$ cat src/oscsd_pkg.sv
// oscsd_pkg: constants, types and selection decode for the start-up sequencer
package oscsd_pkg;

   // ------------------------------------------------------------
   // clock and time base
   // ------------------------------------------------------------
   localparam int CLK_PERIOD_PS = 10000;
   localparam int RESET_SHORT_NS = 4100000;
   localparam int RESET_LONG_NS = 65000000;
   localparam int CLK_PERIOD_NS = CLK_PERIOD_PS / 1000;
   // least times, rounded up to whole cycles; kept in ns so int cannot overflow
   localparam int RESET_SHORT_CYC = (RESET_SHORT_NS + CLK_PERIOD_NS - 1) / CLK_PERIOD_NS;
   localparam int RESET_LONG_CYC = (RESET_LONG_NS + CLK_PERIOD_NS - 1) / CLK_PERIOD_NS;

   // ------------------------------------------------------------
   // oscillator start-up counts and default counter width
   // ------------------------------------------------------------
   localparam int WAKE_258_CYC = 258;
   localparam int WAKE_1K_CYC = 1024;
   localparam int WAKE_16K_CYC = 16384;
   localparam int WAKE_32K_CYC = 32768;
   localparam int STANDBY_WAKE_CYC = 6;
   localparam int CNT_W_DEF = 24;

   // ------------------------------------------------------------
   // selection codes
   // ------------------------------------------------------------
   localparam logic [3:0] SRC_LF_CRYSTAL = 4'h9;
   localparam logic [3:0] SRC_CRYSTAL_LO = 4'hA;
   localparam int SRC_LOW_BIT = 0;
   localparam logic [1:0] SUT_00 = 2'h0;
   localparam logic [1:0] SUT_01 = 2'h1;
   localparam logic [1:0] SUT_10 = 2'h2;
   localparam logic [1:0] SUT_11 = 2'h3;

   // sleep mode encoding on the sleep request port
   localparam logic [1:0] SLP_POWER_DOWN = 2'h0;
   localparam logic [1:0] SLP_POWER_SAVE = 2'h1;
   localparam logic [1:0] SLP_STANDBY = 2'h2;

   // synchroniser lane order
   localparam int LN_EXT_RST = 0;
   localparam int LN_POR = 1;
   localparam int LN_BOD = 2;
   localparam int LN_WAKE = 3;
   localparam int LN_COUNT = 4;

   typedef enum logic [1:0] {WK_258, WK_1K, WK_16K, WK_32K} oscsd_wake_e;
   typedef enum logic [1:0] {EX_NONE, EX_SHORT, EX_LONG} oscsd_extra_e;

   typedef struct packed {
      oscsd_wake_e wake;
      oscsd_extra_e extra;
   } oscsd_start_s;

   // maps source and start-up selection to wake count and reset delay
   function automatic oscsd_start_s decode_startup(input logic [3:0] src,
                                                  input logic [1:0] sut);
      oscsd_start_s r;
      r.wake = WK_1K;
      r.extra = EX_LONG;
      if (src == SRC_LF_CRYSTAL)
      begin
         unique case (sut)
            SUT_00: r = '{WK_1K, EX_SHORT};
            SUT_01: r = '{WK_1K, EX_LONG};
            default: r = '{WK_32K, EX_LONG};
         endcase
      end
      else if (src >= SRC_CRYSTAL_LO)
      begin
         unique case ({src[SRC_LOW_BIT], sut})
            {1'b0, SUT_00}: r = '{WK_258, EX_SHORT};
            {1'b0, SUT_01}: r = '{WK_258, EX_LONG};
            {1'b0, SUT_10}: r = '{WK_1K, EX_NONE};
            {1'b0, SUT_11}: r = '{WK_1K, EX_SHORT};
            {1'b1, SUT_00}: r = '{WK_1K, EX_LONG};
            {1'b1, SUT_01}: r = '{WK_16K, EX_NONE};
            {1'b1, SUT_10}: r = '{WK_16K, EX_SHORT};
            {1'b1, SUT_11}: r = '{WK_16K, EX_LONG};
         endcase
      end
      return r;
   endfunction

endpackage

$ cat src/oscsd_sequencer.sv
// oscsd_sequencer: oscillator start-up and reset delay sequencer
module oscsd_sequencer
   import oscsd_pkg::*;
#(
   parameter int CNT_W = CNT_W_DEF,
   parameter int XTAL_WAKE_CYC = WAKE_16K_CYC,
   parameter int LF_WAKE_CYC = WAKE_32K_CYC,
   parameter int RESET_SHORT_DLY = RESET_SHORT_CYC,
   parameter int RESET_LONG_DLY = RESET_LONG_CYC
)
(
   input wire logic core_clk, // selected oscillator clock
   input wire logic sys_rst, // synchronous reset, active high
   input wire logic [3:0] clock_source_select, // non-volatile source selection
   input wire logic [1:0] startup_time_select, // non-volatile start-up selection
   input wire logic ext_reset_n, // hardware reset pin, active low
   input wire logic power_on_reset, // power-on reset, active high
   input wire logic brownout_detector, // brown-out reset, active high
   input wire logic wake_irq, // wake interrupt, active high level
   input wire logic sleep_req, // one-cycle sleep request from core
   input wire logic [1:0] sleep_mode, // sleep mode with the request
   output logic osc_enable, // oscillator running
   output logic lf_osc_select, // low-frequency crystal selected
   output logic async_timer_enable, // asynchronous timer running
   output logic core_clk_enable, // internal clock released
   output logic core_reset, // internal reset held, active high
   output logic state_retain, // register contents held in sleep
   output logic startup_busy // start-up or reset delay counting
);

   if (CNT_W < 2 || CNT_W > 30)
   begin : g_chk_w
      $error("oscsd_sequencer: CNT_W out of range");
   end
   if (RESET_LONG_DLY >= (1 << CNT_W) || RESET_SHORT_DLY >= (1 << CNT_W)
       || LF_WAKE_CYC >= (1 << CNT_W) || XTAL_WAKE_CYC >= (1 << CNT_W))
   begin : g_chk_fit
      $error("oscsd_sequencer: a delay does not fit CNT_W");
   end
   if (RESET_SHORT_DLY < 1 || RESET_LONG_DLY < 1 || XTAL_WAKE_CYC < 1 || LF_WAKE_CYC < 1)
   begin : g_chk_min
      $error("oscsd_sequencer: delays must be at least one cycle");
   end

   typedef enum logic [2:0] {
      ST_HOLD,
      ST_OSC_COUNT,
      ST_EXTRA,
      ST_RUN,
      ST_SLEEP
   } oscsd_state_e;

   // ------------------------------------------------------------
   // input synchronisation
   // ------------------------------------------------------------
   logic [LN_COUNT-1:0] pin_raw;
   logic [LN_COUNT-1:0] pin_sync;
   logic any_reset;
   logic wake_seen;

   assign pin_raw[LN_EXT_RST] = ~ext_reset_n;
   assign pin_raw[LN_POR] = power_on_reset;
   assign pin_raw[LN_BOD] = brownout_detector;
   assign pin_raw[LN_WAKE] = wake_irq;

   oscsd_sync #(
      .WIDTH(LN_COUNT)
   ) u_sync (
      .core_clk(core_clk),
      .sys_rst(sys_rst),
      .rst_val('0),
      .async_in(pin_raw),
      .sync_out(pin_sync)
   );

   assign any_reset = pin_sync[LN_EXT_RST] | pin_sync[LN_POR] | pin_sync[LN_BOD];
   assign wake_seen = pin_sync[LN_WAKE];

   // ------------------------------------------------------------
   // count mapping
   // ------------------------------------------------------------
   function automatic logic [CNT_W-1:0] wake_load(input oscsd_wake_e w);
      logic [CNT_W-1:0] r;
      r = CNT_W'(WAKE_1K_CYC - 1);
      unique case (w)
         WK_258: r = CNT_W'(WAKE_258_CYC - 1);
         WK_1K: r = CNT_W'(WAKE_1K_CYC - 1);
         WK_16K: r = CNT_W'(XTAL_WAKE_CYC - 1);
         WK_32K: r = CNT_W'(LF_WAKE_CYC - 1);
      endcase
      return r;
   endfunction

   function automatic logic [CNT_W-1:0] extra_load(input oscsd_extra_e e);
      logic [CNT_W-1:0] r;
      r = '0;
      unique case (e)
         EX_NONE: r = '0;
         EX_SHORT: r = CNT_W'(RESET_SHORT_DLY - 1);
         EX_LONG: r = CNT_W'(RESET_LONG_DLY - 1);
         default: r = '0;
      endcase
      return r;
   endfunction

   // ------------------------------------------------------------
   // selection capture, tracked only while reset is held
   // ------------------------------------------------------------
   oscsd_start_s sel;
   oscsd_start_s next_sel;
   logic lf_sel;
   logic next_lf_sel;

   oscsd_state_e state;
   oscsd_state_e next_state;

   always_comb
   begin
      next_sel = sel;
      next_lf_sel = lf_sel;
      if (state == ST_HOLD)
      begin
         next_sel = decode_startup(clock_source_select, startup_time_select);
         next_lf_sel = (clock_source_select == SRC_LF_CRYSTAL);
      end
   end

   always_ff @(posedge core_clk)
   begin
      if (sys_rst)
      begin
         sel <= '{WK_1K, EX_LONG};
         lf_sel <= 1'b0;
      end
      else
      begin
         sel <= next_sel;
         lf_sel <= next_lf_sel;
      end
   end

   // ------------------------------------------------------------
   // sequencer state and delay counter
   // ------------------------------------------------------------
   logic [CNT_W-1:0] cnt;
   logic [CNT_W-1:0] next_cnt;
   logic from_reset;
   logic next_from_reset;
   logic [1:0] slp_mode;
   logic [1:0] next_slp_mode;

   always_comb
   begin
      next_state = state;
      next_cnt = cnt;
      next_from_reset = from_reset;
      next_slp_mode = slp_mode;
      if (any_reset)
      begin
         next_state = ST_HOLD;
         next_from_reset = 1'b1;
         next_cnt = '0;
      end
      else
      begin
         unique case (state)
            ST_HOLD:
            begin
               next_state = ST_OSC_COUNT;
               next_cnt = wake_load(next_sel.wake);
               next_from_reset = 1'b1;
            end
            ST_OSC_COUNT:
            begin
               if (cnt != '0)
               begin
                  next_cnt = cnt - CNT_W'(1);
               end
               else if (from_reset && sel.extra != EX_NONE)
               begin
                  next_state = ST_EXTRA;
                  next_cnt = extra_load(sel.extra);
               end
               else
               begin
                  next_state = ST_RUN;
               end
            end
            ST_EXTRA:
            begin
               if (cnt != '0)
               begin
                  next_cnt = cnt - CNT_W'(1);
               end
               else
               begin
                  next_state = ST_RUN;
                  next_from_reset = 1'b0;
               end
            end
            ST_RUN:
            begin
               next_from_reset = 1'b0;
               if (sleep_req)
               begin
                  next_state = ST_SLEEP;
                  next_slp_mode = sleep_mode;
               end
            end
            ST_SLEEP:
            begin
               if (wake_seen)
               begin
                  next_state = ST_OSC_COUNT;
                  next_from_reset = 1'b0;
                  if (slp_mode == SLP_STANDBY)
                  begin
                     next_cnt = CNT_W'(STANDBY_WAKE_CYC - 1);
                  end
                  else
                  begin
                     next_cnt = wake_load(sel.wake);
                  end
               end
            end
            default:
            begin
               next_state = ST_HOLD;
               next_from_reset = 1'b1;
            end
         endcase
      end
   end

   always_ff @(posedge core_clk)
   begin
      if (sys_rst)
      begin
         state <= ST_HOLD;
         cnt <= '0;
         from_reset <= 1'b1;
         slp_mode <= SLP_POWER_DOWN;
      end
      else
      begin
         state <= next_state;
         cnt <= next_cnt;
         from_reset <= next_from_reset;
         slp_mode <= next_slp_mode;
      end
   end

   // ------------------------------------------------------------
   // registered outputs from the next state
   // ------------------------------------------------------------
   logic next_osc_enable;
   logic next_async_timer_enable;
   logic next_core_clk_enable;
   logic next_core_reset;
   logic next_state_retain;
   logic next_startup_busy;

   always_comb
   begin
      next_osc_enable = 1'b1;
      next_async_timer_enable = 1'b0;
      next_core_clk_enable = 1'b0;
      next_core_reset = 1'b1;
      next_state_retain = 1'b0;
      next_startup_busy = 1'b0;
      unique case (next_state)
         ST_HOLD:
         begin
            next_core_reset = 1'b1;
         end
         ST_OSC_COUNT, ST_EXTRA:
         begin
            next_startup_busy = 1'b1;
            next_core_reset = next_from_reset;
            next_state_retain = ~next_from_reset;
         end
         ST_RUN:
         begin
            next_core_reset = 1'b0;
            next_core_clk_enable = 1'b1;
            next_async_timer_enable = 1'b1;
         end
         ST_SLEEP:
         begin
            next_core_reset = 1'b0;
            next_state_retain = 1'b1;
            next_osc_enable = (next_slp_mode == SLP_STANDBY);
            next_async_timer_enable = (next_slp_mode == SLP_POWER_SAVE);
         end
         default:
         begin
            next_core_reset = 1'b1;
         end
      endcase
   end

   always_ff @(posedge core_clk)
   begin
      if (sys_rst)
      begin
         osc_enable <= 1'b1;
         lf_osc_select <= 1'b0;
         async_timer_enable <= 1'b0;
         core_clk_enable <= 1'b0;
         core_reset <= 1'b1;
         state_retain <= 1'b0;
         startup_busy <= 1'b0;
      end
      else
      begin
         osc_enable <= next_osc_enable;
         lf_osc_select <= next_lf_sel;
         async_timer_enable <= next_async_timer_enable;
         core_clk_enable <= next_core_clk_enable;
         core_reset <= next_core_reset;
         state_retain <= next_state_retain;
         startup_busy <= next_startup_busy;
      end
   end

endmodule

$ cat src/oscsd_sync.sv
// oscsd_sync: three-stage synchroniser that accepts a change once stages agree
module oscsd_sync
   import oscsd_pkg::*;
#(
   parameter int WIDTH = 1
)
(
   input wire logic core_clk, // block clock
   input wire logic sys_rst, // synchronous reset, active high
   input wire logic [WIDTH-1:0] rst_val, // value shown while in reset
   input wire logic [WIDTH-1:0] async_in, // levels from outside the domain
   output logic [WIDTH-1:0] sync_out // accepted levels
);

   if (WIDTH < 1)
   begin : g_chk
      $error("oscsd_sync: WIDTH must be at least 1");
   end

   logic [WIDTH-1:0] stage1;
   logic [WIDTH-1:0] stage2;
   logic [WIDTH-1:0] stage3;
   logic [WIDTH-1:0] next_sync_out;

   // ------------------------------------------------------------
   // accept per bit when second and third stage agree
   // ------------------------------------------------------------
   always_comb
   begin
      for (int i = 0; i < WIDTH; i++)
      begin
         next_sync_out[i] = (stage2[i] == stage3[i]) ? stage3[i] : sync_out[i];
      end
   end

   always_ff @(posedge core_clk)
   begin
      if (sys_rst)
      begin
         stage1 <= rst_val;
         stage2 <= rst_val;
         stage3 <= rst_val;
         sync_out <= rst_val;
      end
      else
      begin
         stage1 <= async_in;
         stage2 <= stage1;
         stage3 <= stage2;
         sync_out <= next_sync_out;
      end
   end

endmodule

$ cat config.mk
export PLATFORM = sky130hd
export DESIGN_NAME = oscsd_sequencer
export DESIGN_NICKNAME = d
export VERILOG_FILES = /design/src/oscsd_pkg.sv /design/src/oscsd_sequencer.sv /design/src/oscsd_sync.sv
export SDC_FILE = /design/constraint.sdc
export NUM_CORES = 1
export LEC_CHECK = 0
export BUFFER_PORTS_ARGS = -buffer_cell sky130_fd_sc_hd__buf_2
export CELL_PAD_IN_SITES_DETAIL_PLACEMENT = 2
export CELL_PAD_IN_SITES_GLOBAL_PLACEMENT = 2
export CORE_ASPECT_RATIO = 1.1
export CORE_MARGIN = 10
export CORE_UTILIZATION = 33
export CTS_CLUSTER_SIZE = 40
export DETAILED_ROUTE_END_ITERATION = 10
export PLACE_DENSITY = 0.74
export RECOVER_POWER = 50
export SLEW_MARGIN = 20
export SYNTH_ARGS = -nofsm -noshare
export SYNTH_HDL_FRONTEND = slang
export SYNTH_SLANG_ARGS = --single-unit
$ cat constraint.sdc
create_clock -name core_clk -period 2.7 [get_ports core_clk]
set_clock_uncertainty 0.15 [all_clocks]
set_input_delay 0.27 -clock core_clk [delete_from_list [all_inputs] [get_ports core_clk]]
set_output_delay 0.27 -clock core_clk [all_outputs]
set_load 0.005 [all_outputs]
* Yosys cells after proc, flatten, opt, wreduce, memory -nomap -nowiden
Memory sizes are Yosys's and may differ from the RTL's. Index checks and enable logic that the tools add are counted.
Operators by class: add/sub/neg operators 1, order comparisons 1, equal/unequal tests 28, muxes and demuxes 32, bitwise operators 5, reductions and logical operators 13
Operators with widths (count):
- $pmux 24 s4 | 3
- $mux 24 | 5
- $pmux 23 s2 | 1
- $reduce_bool 24->1 | 1
- $sub 24x1->24 const B | 1
- $mux 3 | 5
- $pmux 3 s5 | 1
- $eq 2x2->1 const B | 7
- $eq 3x2->1 const B | 4
- $mux 4 | 3
- $eq 2x1->1 const B | 5
- $pmux 4 s2 | 1
- $reduce_or 2->1 | 4
- $eq 3x1->1 const B | 2
- $eq 3x3->1 const B | 2
- $logic_not 2->1 | 3
- $mux 1 | 6
- $mux 2 | 3
- $pmux 1 s2 | 3
- $eq 1x1->1 | 4
- $eq 4x4->1 const B | 1
- $ge 4x4->1 const B | 1
- $pmux 1 s4 | 1
- $reduce_and 4->1 | 1
- other kinds (9) | 12
Storage, ports and cells: flip-flop bits (word level) 57, memory bits (read-only) 32, bits of input ports 15, output and inout bits 7, logic and storage cells 101, memories kept 1
Memories:
- (name not given) | words 8, width 4, read ports 1, clocked after memory_dff 0, write ports 0, RTL line oscsd_pkg.sv:72 | unique case ({src[SRC_LOW_BIT], sut})

* Logic depth before layout (Yosys ltp)
Gate-level depths: netlist of run 1.
depth after elaboration 9, mapped depth 10, mapped depth without buffers 8

* Cells and area by module
From an unflattened synthesis of run 1, not the netlist that was laid out.
Second synthesis, totals: cells, all modules 409, area, all modules 3286.9 um^2
By module, submodules not included:
- oscsd_sequencer | instances 1, cells an instance 347, area an instance 2698.8 um^2, seq. area each 820.8 um^2
- oscsd_sync | instances 1, cells an instance 62, area an instance 588.1 um^2, seq. area each 360.3 um^2

* Worst setup path before layout of run 1
No wires, ideal clock.
path kind register to register, from reg cnt[0], to reg core_reset, setup time 0.135 ns, arrival 2.242 ns, data required time 2.415 ns, path slack 0.172 ns, stages on the path, launching flop included 10, buffers on the path 1, period minus slack after synthesis 2.528 ns, cell sequence dfxtp_1 inv_1 ha_1 nor4b_4 and4_1 buf_6 nand2_4 a221o_1 a2111oi_4 a311oi_1
Between the ends: cells in the longest elaborated chain, start to end 7, elaborated cells on any way between the ends 15, classes of those cells eq/ne: 4; mux: 8; reduce/logical: 3
Ends and longest elaborated chain:
- from (decl) | RTL line oscsd_sequencer.sv:145 | logic [CNT_W-1:0] cnt;
- from (signal assigned) | RTL line oscsd_sequencer.sv:247 | cnt <= next_cnt;
- $reduce_bool 24->1 * | RTL line oscsd_sequencer.sv:175, oscsd_sequencer.sv:191
- $mux 3 (on tied branches) | RTL line oscsd_sequencer.sv:191, oscsd_sequencer.sv:175
- $pmux 3 s5 | RTL line oscsd_sequencer.sv:166 | unique case (state)
- $mux 3 | RTL line oscsd_sequencer.sv:158 | if (any_reset)
- $eq 3x3->1, or another cell as far along | RTL line oscsd_sequencer.sv:271 | unique case (next_state)
- $reduce_or 2->1 (on tied branches)
- $pmux 1 s2 * | RTL line oscsd_sequencer.sv:271
- to (signal assigned) | RTL line oscsd_sequencer.sv:320 | core_reset <= next_core_reset;
- to (decl) | RTL line oscsd_sequencer.sv:26 | output logic core_reset,
Mark *: on every way between the ends. The rest lies on a longest branch, timed or not. A chain may end at the register's enable or synchronous reset.

* Worst setup path in the final report of run 1
from reg cnt[0], to reg cnt[22]
Between the ends: cells in the longest elaborated chain, start to end 3, elaborated cells on any way between the ends 8, classes of those cells add/sub: 1; eq/ne: 2; mux: 3; reduce/logical: 2
Ends and longest elaborated chain:
- $sub 24x1->24 or $reduce_bool 24->1 (tied branches)
- $mux 24, or another cell as far along | RTL line oscsd_sequencer.sv:191 | if (cnt != '0)
- $pmux 24 s4 or $reduce_and 4->1 (tied branches)
Several ways; a longest one is shown, not always the timed one. The select of a mux whose other input is x is not followed.

==> flow_summary.json, run 1 <==
{
  "yosys_most_used_dff": "dfxtp_1",
  "cts_inserted_buffers": 9,
  "coreArea_um2": 9260,
  "ys_ff_latch": 57,
  "worstPathCellList": "inv_1 > ha_1 > nor4b_4 > nand4_2 > o41ai_4 > nand3_2 > buf_4 > a21bo_2 > a21oi_1",
  "synth_fa_ha_area_share_pct": 3.22,
  "clock_sinks": 57,
  "async_reset_ff_share_pct": 0,
  "worstSetupPathType": "reg2reg",
  "grt_max_degree": 27,
  "syn_inst": 379,
  "hold_viol": 0,
  "cp-end-kind": "register",
  "timing.final.crit_period_ps": 2520,
  "critical_path_required_ps": 2830,
  "path_buf_inv": 2,
  "track_usage_pct": 16.1,
  "rows": 37,
  "yosys_warnings": 0,
  "flow.area_growth_from_synthesis_pct": 23.1,
  "maxCapViolCount": 0,
  "cp_max_fo": 7,
  "diodes": 0,
  "die_area_um2": 13700,
  "status": "completed",
  "h-tree-depth": 3,
  "synth_area_um2": 3100,
  "finalSetupViolations": 0,
  "ys_seq_area_share_pct": 36.8,
  "finish.instance_area_um2": 3820,
  "cp_top_family": "compound AO/OA/AOI/OAI gates",
  "slew_violations": 0,
  "insertion_delay_ps": 360,
  "leakagePower_nw": 1.44,
  "final.setup.tns_ps": 0,
  "clockRootBuffer": "clkbuf_8",
  "drtIter0Drc": 113,
  "hold_path_class": "in2reg",
  "synth-compound-area-share_pct": 24.7,
  "synthMuxAreaShare_pct": 1.01,
  "fin_crit_sh_pct": 93.3,
  "clk_pin_slew_ps": 70,
  "cp-start-kind": "register",
  "grt_pass1_vias": 3444,
  "slew-limit-headroom_pct": 33.3,
  "grt_antenna_before_repair": 0,
  "place.gp.congestion": 0.861,
  "vdd_drop_max_mv": 0.302,
  "pwr_density_cell_nw_per_um2": 605,
  "cp.arrival_ps": 2650,
  "firstDrtPassIters": 4,
  "vias_per_cell": 5.67,
  "worstMarginPinSlew_ps": 1000,
  "grt_pass1_wl_um": 18000,
  "portBuffers": 21,
  "ioPinCount": 22,
  "initial_core_util_pct": 33.5,
  "cts_buffer_depth": 2,
  "drt_wl_total_um": 11000,
  "via_count": 3142,
  "cts_tree": "done",
  "die_w_um": 112,
  "placed_area_um2": 3550,
  "drive_gt1_share_pct": 20.6,
  "synth_top_family_by_area": "simple AND/OR/NAND/NOR gates",
  "layout.nets": 455,
  "synth_cell_types": 66,
  "finalPower_mw": 2.31,
  "grt-ovfl-total": 0,
  "die_y_um": 122,
  "drc_errors": 0,
  "synth-edff-count": 0,
  "wl_per_cell_um": 19.8,
  "synth_xor_area_share_pct": 1.13,
  "critPathMaxStageDelay_ps": 430,
  "postSynthAreaPerCell_um2": 8.19,
  "dp_hpwl_um": 8120,
  "drtAntennaViolNets": 0,
  "syn_nets": 402,
  "slowest_stage": "o41ai_4",
  "yosys.area_share.simple_pct": 29.0,
  "fmax_mhz": 397
}
## cell usage in the layout, fill, tap and decap left out, drive strengths merged, types with 4 or more instances in the layout
cell type    netlist  final
nand2b            10     10
ha                 8      8
nand3              6      6
nor2b             14     14
buf                4     48
inv               12     12
nand3b             5      5
dfxtp             57     57
o21ai             36     36
nand2             35     35
nor2              30     30
a21oi             33     33
nand4              7      7
or3                4      4
a31oi             18     18
dlygate4sd3        0      4
or2                4      4
nor3b              4      4
nor3              16     16
clkbuf            15     19
nor4               9      9
## Yosys cell counts (all sizes together), types with 3 or more instances
cell type	instances	share of area (%)
nor2b	14	2.8
nand4	7	1.6
clkbuf	15	1.8
o211ai	3	0.73
ha	8	3.2
nor3b	4	1.3
xnor2	3	0.85
nand3	6	1.1
nand3b	5	1.2
dfxtp	57	37
buf	4	0.85
nand2b	10	2.0
nor3	16	2.9
a21oi	33	5.4
nand2	35	4.5
nor2	30	3.6
a31oi	18	3.6
or2	4	0.81
inv	12	1.5
nor4	9	2.6
nand4b	3	0.85
o21ai	36	5.8
a22oi	3	0.73
or3	4	0.81
## worst reg2reg max path, stage by stage (launching register included)
cell     delay [ps]
dfxtp_1         340
inv_1            90
ha_1            170
nor4b_4         250
nand4_2         220
o41ai_4         430
nand3_2         230
buf_4           230
a21bo_2         190
a21oi_1         140
## power breakdown
group	internal (mW)	total (mW)	switching [mW]	leakage (nW)
registers	0.885	0.928	0.0435	0.467
logic	0.184	0.442	0.258	0.873
clock network	0.545	0.942	0.397	0.105
total	1.61	2.31	0.698	1.44
## worst paths after layout
| kind | startpoint | end | slack, ps | cells after the start |
|---|---|---|---|---|
| setup / recovery | cnt[0] | cnt[22] | 180 | 9 |
| hold / removal | sleep_mode[1] | slp_mode[1] | 40 | 3 |
| setup reg to reg | cnt[0] | cnt[22] | 180 | 9 |
| hold reg to reg | u_sync.stage1[0] | u_sync.stage2[0] | 300 | 1 |
## through the flow
step	utilization [%]	hold slack [ps]	instances	setup slack, ps
floorplan	-	187	379	172
detailed placement	38.3	279	533	170
CTS	41.2	47.8	553	162
global placement	38.3	274	533	225
finish	41.3	44.8	554	180
global route	41.3	59.8	554	-20.4
## cell type report
| class | instances | area (um2) |
|---|---|---|
| fill | 1072 | 5440 |
| multi-input combinational | 291 | 1850 |
| sequential | 57 | 1140 |
| timing repair buffer | 61 | 414 |
| tap | 117 | 146 |
| clock buffer | 10 | 138 |
| clock inverter | 6 | 91.3 |
| inverter | 12 | 45.0 |
## state kept, by name (all words and copies together), names as in the netlist
name and cells:
state_retain 1, slp_mode 2, u_sync.stage1 4, startup_busy 1, u_sync.stage3 4, lf_osc_select 1
cnt 24, sel 4, core_reset 1, from_reset 1, core_clk_enable 1, async_timer_enable 1
u_sync.stage2 4, state 3, u_sync.sync_out 4, osc_enable 1
## cells by family (layout without fill, tap and decap cells)
family / count (synthesis) / after routing
mux: 3 / 3
buf+inv: 31 / 89
simple gates: 156 / 156
compound gates: 120 / 120
fa+ha+maj: 8 / 8
xor+xnor: 4 / 4
flops: 57 / 57
## timing repair
item                                   CTS  global route
endpoints found under the hold margin    4             0
hold buffers                             4             0
setup buffers                            0             1
setup endpoints to repair                0             6
resized for setup                        0             3
## routing by layer
metal | GRT usage, % | vias to the layer above | part of all wire, %
met5 | 0 | - | 0
met4 | 7.06 | 0 | 3.0
met3 | 3.29 | 23 | 3.4
met2 | 28.7 | 64 | 51
met1 | 18.2 | 1552 | 42
li1 | - | 1503 | -
(Power assumes the default switching activity.)
==> run 2: changes to the inputs <==
--- a/config.mk
+++ b/config.mk
@@ -14,7 +14,6 @@
 export CTS_CLUSTER_SIZE = 40
 export DETAILED_ROUTE_END_ITERATION = 10
 export PLACE_DENSITY = 0.74
-export RECOVER_POWER = 50
 export SLEW_MARGIN = 20
 export SYNTH_ARGS = -nofsm -noshare
 export SYNTH_HDL_FRONTEND = slang
==> run 2 against run 1 <==
  * Total power rose by 0.16%
  * Worst hold slack better by 1.5 ps
  * Register-to-register slack barely moved
  * Non-clock buffer count stayed put
  * Sequential share of layout area shrank 0.16 points
  * Sequential cell count stayed put
  * Clock power about the same
  * Sequential power hardly changed
  * Critical path depth fell by 1
  * Critical endpoint is now cnt[5]
==> flow_summary.json, run 2 (same netlist as run 1, synthesis figures left out) <==
{
  "h-tree-depth": 3,
  "clk_pin_slew_ps": 80,
  "cts_tree": "done",
  "firstDrtPassIters": 4,
  "largest_reg_flops": 24,
  "cp_max_fo": 8,
  "leakagePower_nw": 1.47,
  "vias_per_cell": 5.70,
  "drtIter0Drc": 113,
  "path_buf_inv": 2,
  "ioPinCount": 22,
  "hold_ws_ps": 46.3,
  "layout.nets": 455,
  "insertion_delay_ps": 360,
  "cts_inserted_buffers": 9,
  "track_usage_pct": 16.1,
  "grt_antenna_before_repair": 0,
  "die_area_um2": 13700,
  "final_cell_mix": "57 x dfxtp_1, 35 x buf_4, 34 x nand2_1",
  "coreArea_um2": 9260,
  "cp-end-kind": "register",
  "wl_per_cell_um": 19.9,
  "maxCapViolCount": 0,
  "die_w_um": 112,
  "cp_top_family": "simple AND/OR/NAND/NOR gates",
  "diodes": 0,
  "clock_sinks": 57,
  "p_switching_uw": 701,
  "place.gp.congestion": 0.861,
  "power.share.sequential_pct": 40.1,
  "critical_path_required_ps": 2780,
  "cp-start-kind": "register",
  "dp_slack_ps": 170,
  "status": "completed",
  "cts_buffer_depth": 2,
  "timing.final.crit_period_ps": 2520,
  "drt_wl_total_um": 11000,
  "via_count": 3160,
  "drc_errors": 0,
  "drtAntennaViolNets": 0,
  "worstSetupPathType": "reg2reg",
  "cp.arrival_ps": 2590,
  "fin_crit_sh_pct": 93.2,
  "hold_path_class": "in2reg",
  "grt_pass1_wl_um": 18000,
  "critPathMaxStageDelay_ps": 420,
  "p_int_mw": 1.62,
  "hold_viol": 0,
  "finalSetupViolations": 0,
  "grt_max_degree": 27,
  "fmax_mhz": 397,
  "final_common_cell": "dfxtp_1",
  "slew-limit-headroom_pct": 60.7,
  "slowest_stage": "nor4_2",
  "dp_hpwl_um": 8120,
  "clockRootBuffer": "clkbuf_8",
  "setup_ws_ps": 184,
  "slew_violations": 0,
  "initial_core_util_pct": 33.5,
  "power_frac_comb_pct": 19.2,
  "die_y_um": 122,
  "power_frac_clock_pct": 40.7,
  "rows": 37,
  "finalPower_mw": 2.32,
  "final_util_pct": 41.5,
  "portBuffers": 21,
  "worstPathCellList": "nor4_2 > nand2_1 > buf_4 > nor3_2 > buf_4 > a21oi_1 > a31oi_1 > a31oi_1",
  "flow.area_growth_from_synthesis_pct": 23.8,
  "grt_pass1_vias": 3444,
  "pwr_density_cell_nw_per_um2": 603,
  "p_sw_share_pct": 30.2,
  "largest_register": "cnt",
  "worstMarginPinSlew_ps": 590,
  "grt-ovfl-total": 0,
  "vdd_drop_max_mv": 0.303,
  "drive_gt1_share_pct": 22.9
}
==> run 2: final timing paths <==
kind                         start  slack, ps  cells after the start                to
setup / recovery           cnt[19]        180                      8            cnt[5]
hold / removal       sleep_mode[1]         50                      3       slp_mode[1]
setup reg to reg           cnt[19]        180                      8            cnt[5]
hold reg to reg   u_sync.stage1[0]        300                      1  u_sync.stage2[0]
==> run 2: power groups by stage <==
stage	clock network (mW)	logic, mW	registers (mW)
finish	0.943	0.445	0.928
global route	0.993	0.492	0.936
CTS	0.951	0.440	0.929
detailed placement	0	0.432	0.948
global placement	0	0.419	0.945
floorplan	0	0.260	0.936
==> run 2: what timing repair did <==
action / 4_1_cts / 5_1_grt
endpoints found under the setup margin: 0 / 6
hold buffers: 4 / 0
hold endpoints to repair: 4 / 0
setup buffers: 0 / 1
resized for setup: 0 / 3
==> run 2: per-layer routing <==
layer | track usage (%) | routed length, um
met1 | 18.2 | 4690
met2 | 28.7 | 5610
met3 | 3.29 | 364
met4 | 7.06 | 350
met5 | 0 | 0
==> run 2: worst min-delay path: cells and delay by family <==
kind | cells | cell delay, ps
buffers and inverters | 1 | 100
and+or+nand+nor | 1 | 90
muxes | 1 | 60
==> run 2: area by class of cell <==
class,count,area (um2)
Clock buffer,10,138
Clock inverter,6,91.3
Fill cell,1065,5420
Inverter,12,45.0
Multi-Input combinational cell,291,1850
Sequential cell,57,1140
Tap cell,117,146
Timing Repair Buffer,61,428
==> run 2: per-stage QoR <==
stage | TNS [ps] | instances | cell area (um2)
after floorplan | 0 | 379 | 3100
after global placement | 0 | 533 | 3550
after detailed placement | 0 | 533 | 3550
after CTS | 0 | 553 | 3820
after global routing | -20.4 | 554 | 3840
final | 0 | 554 | 3840
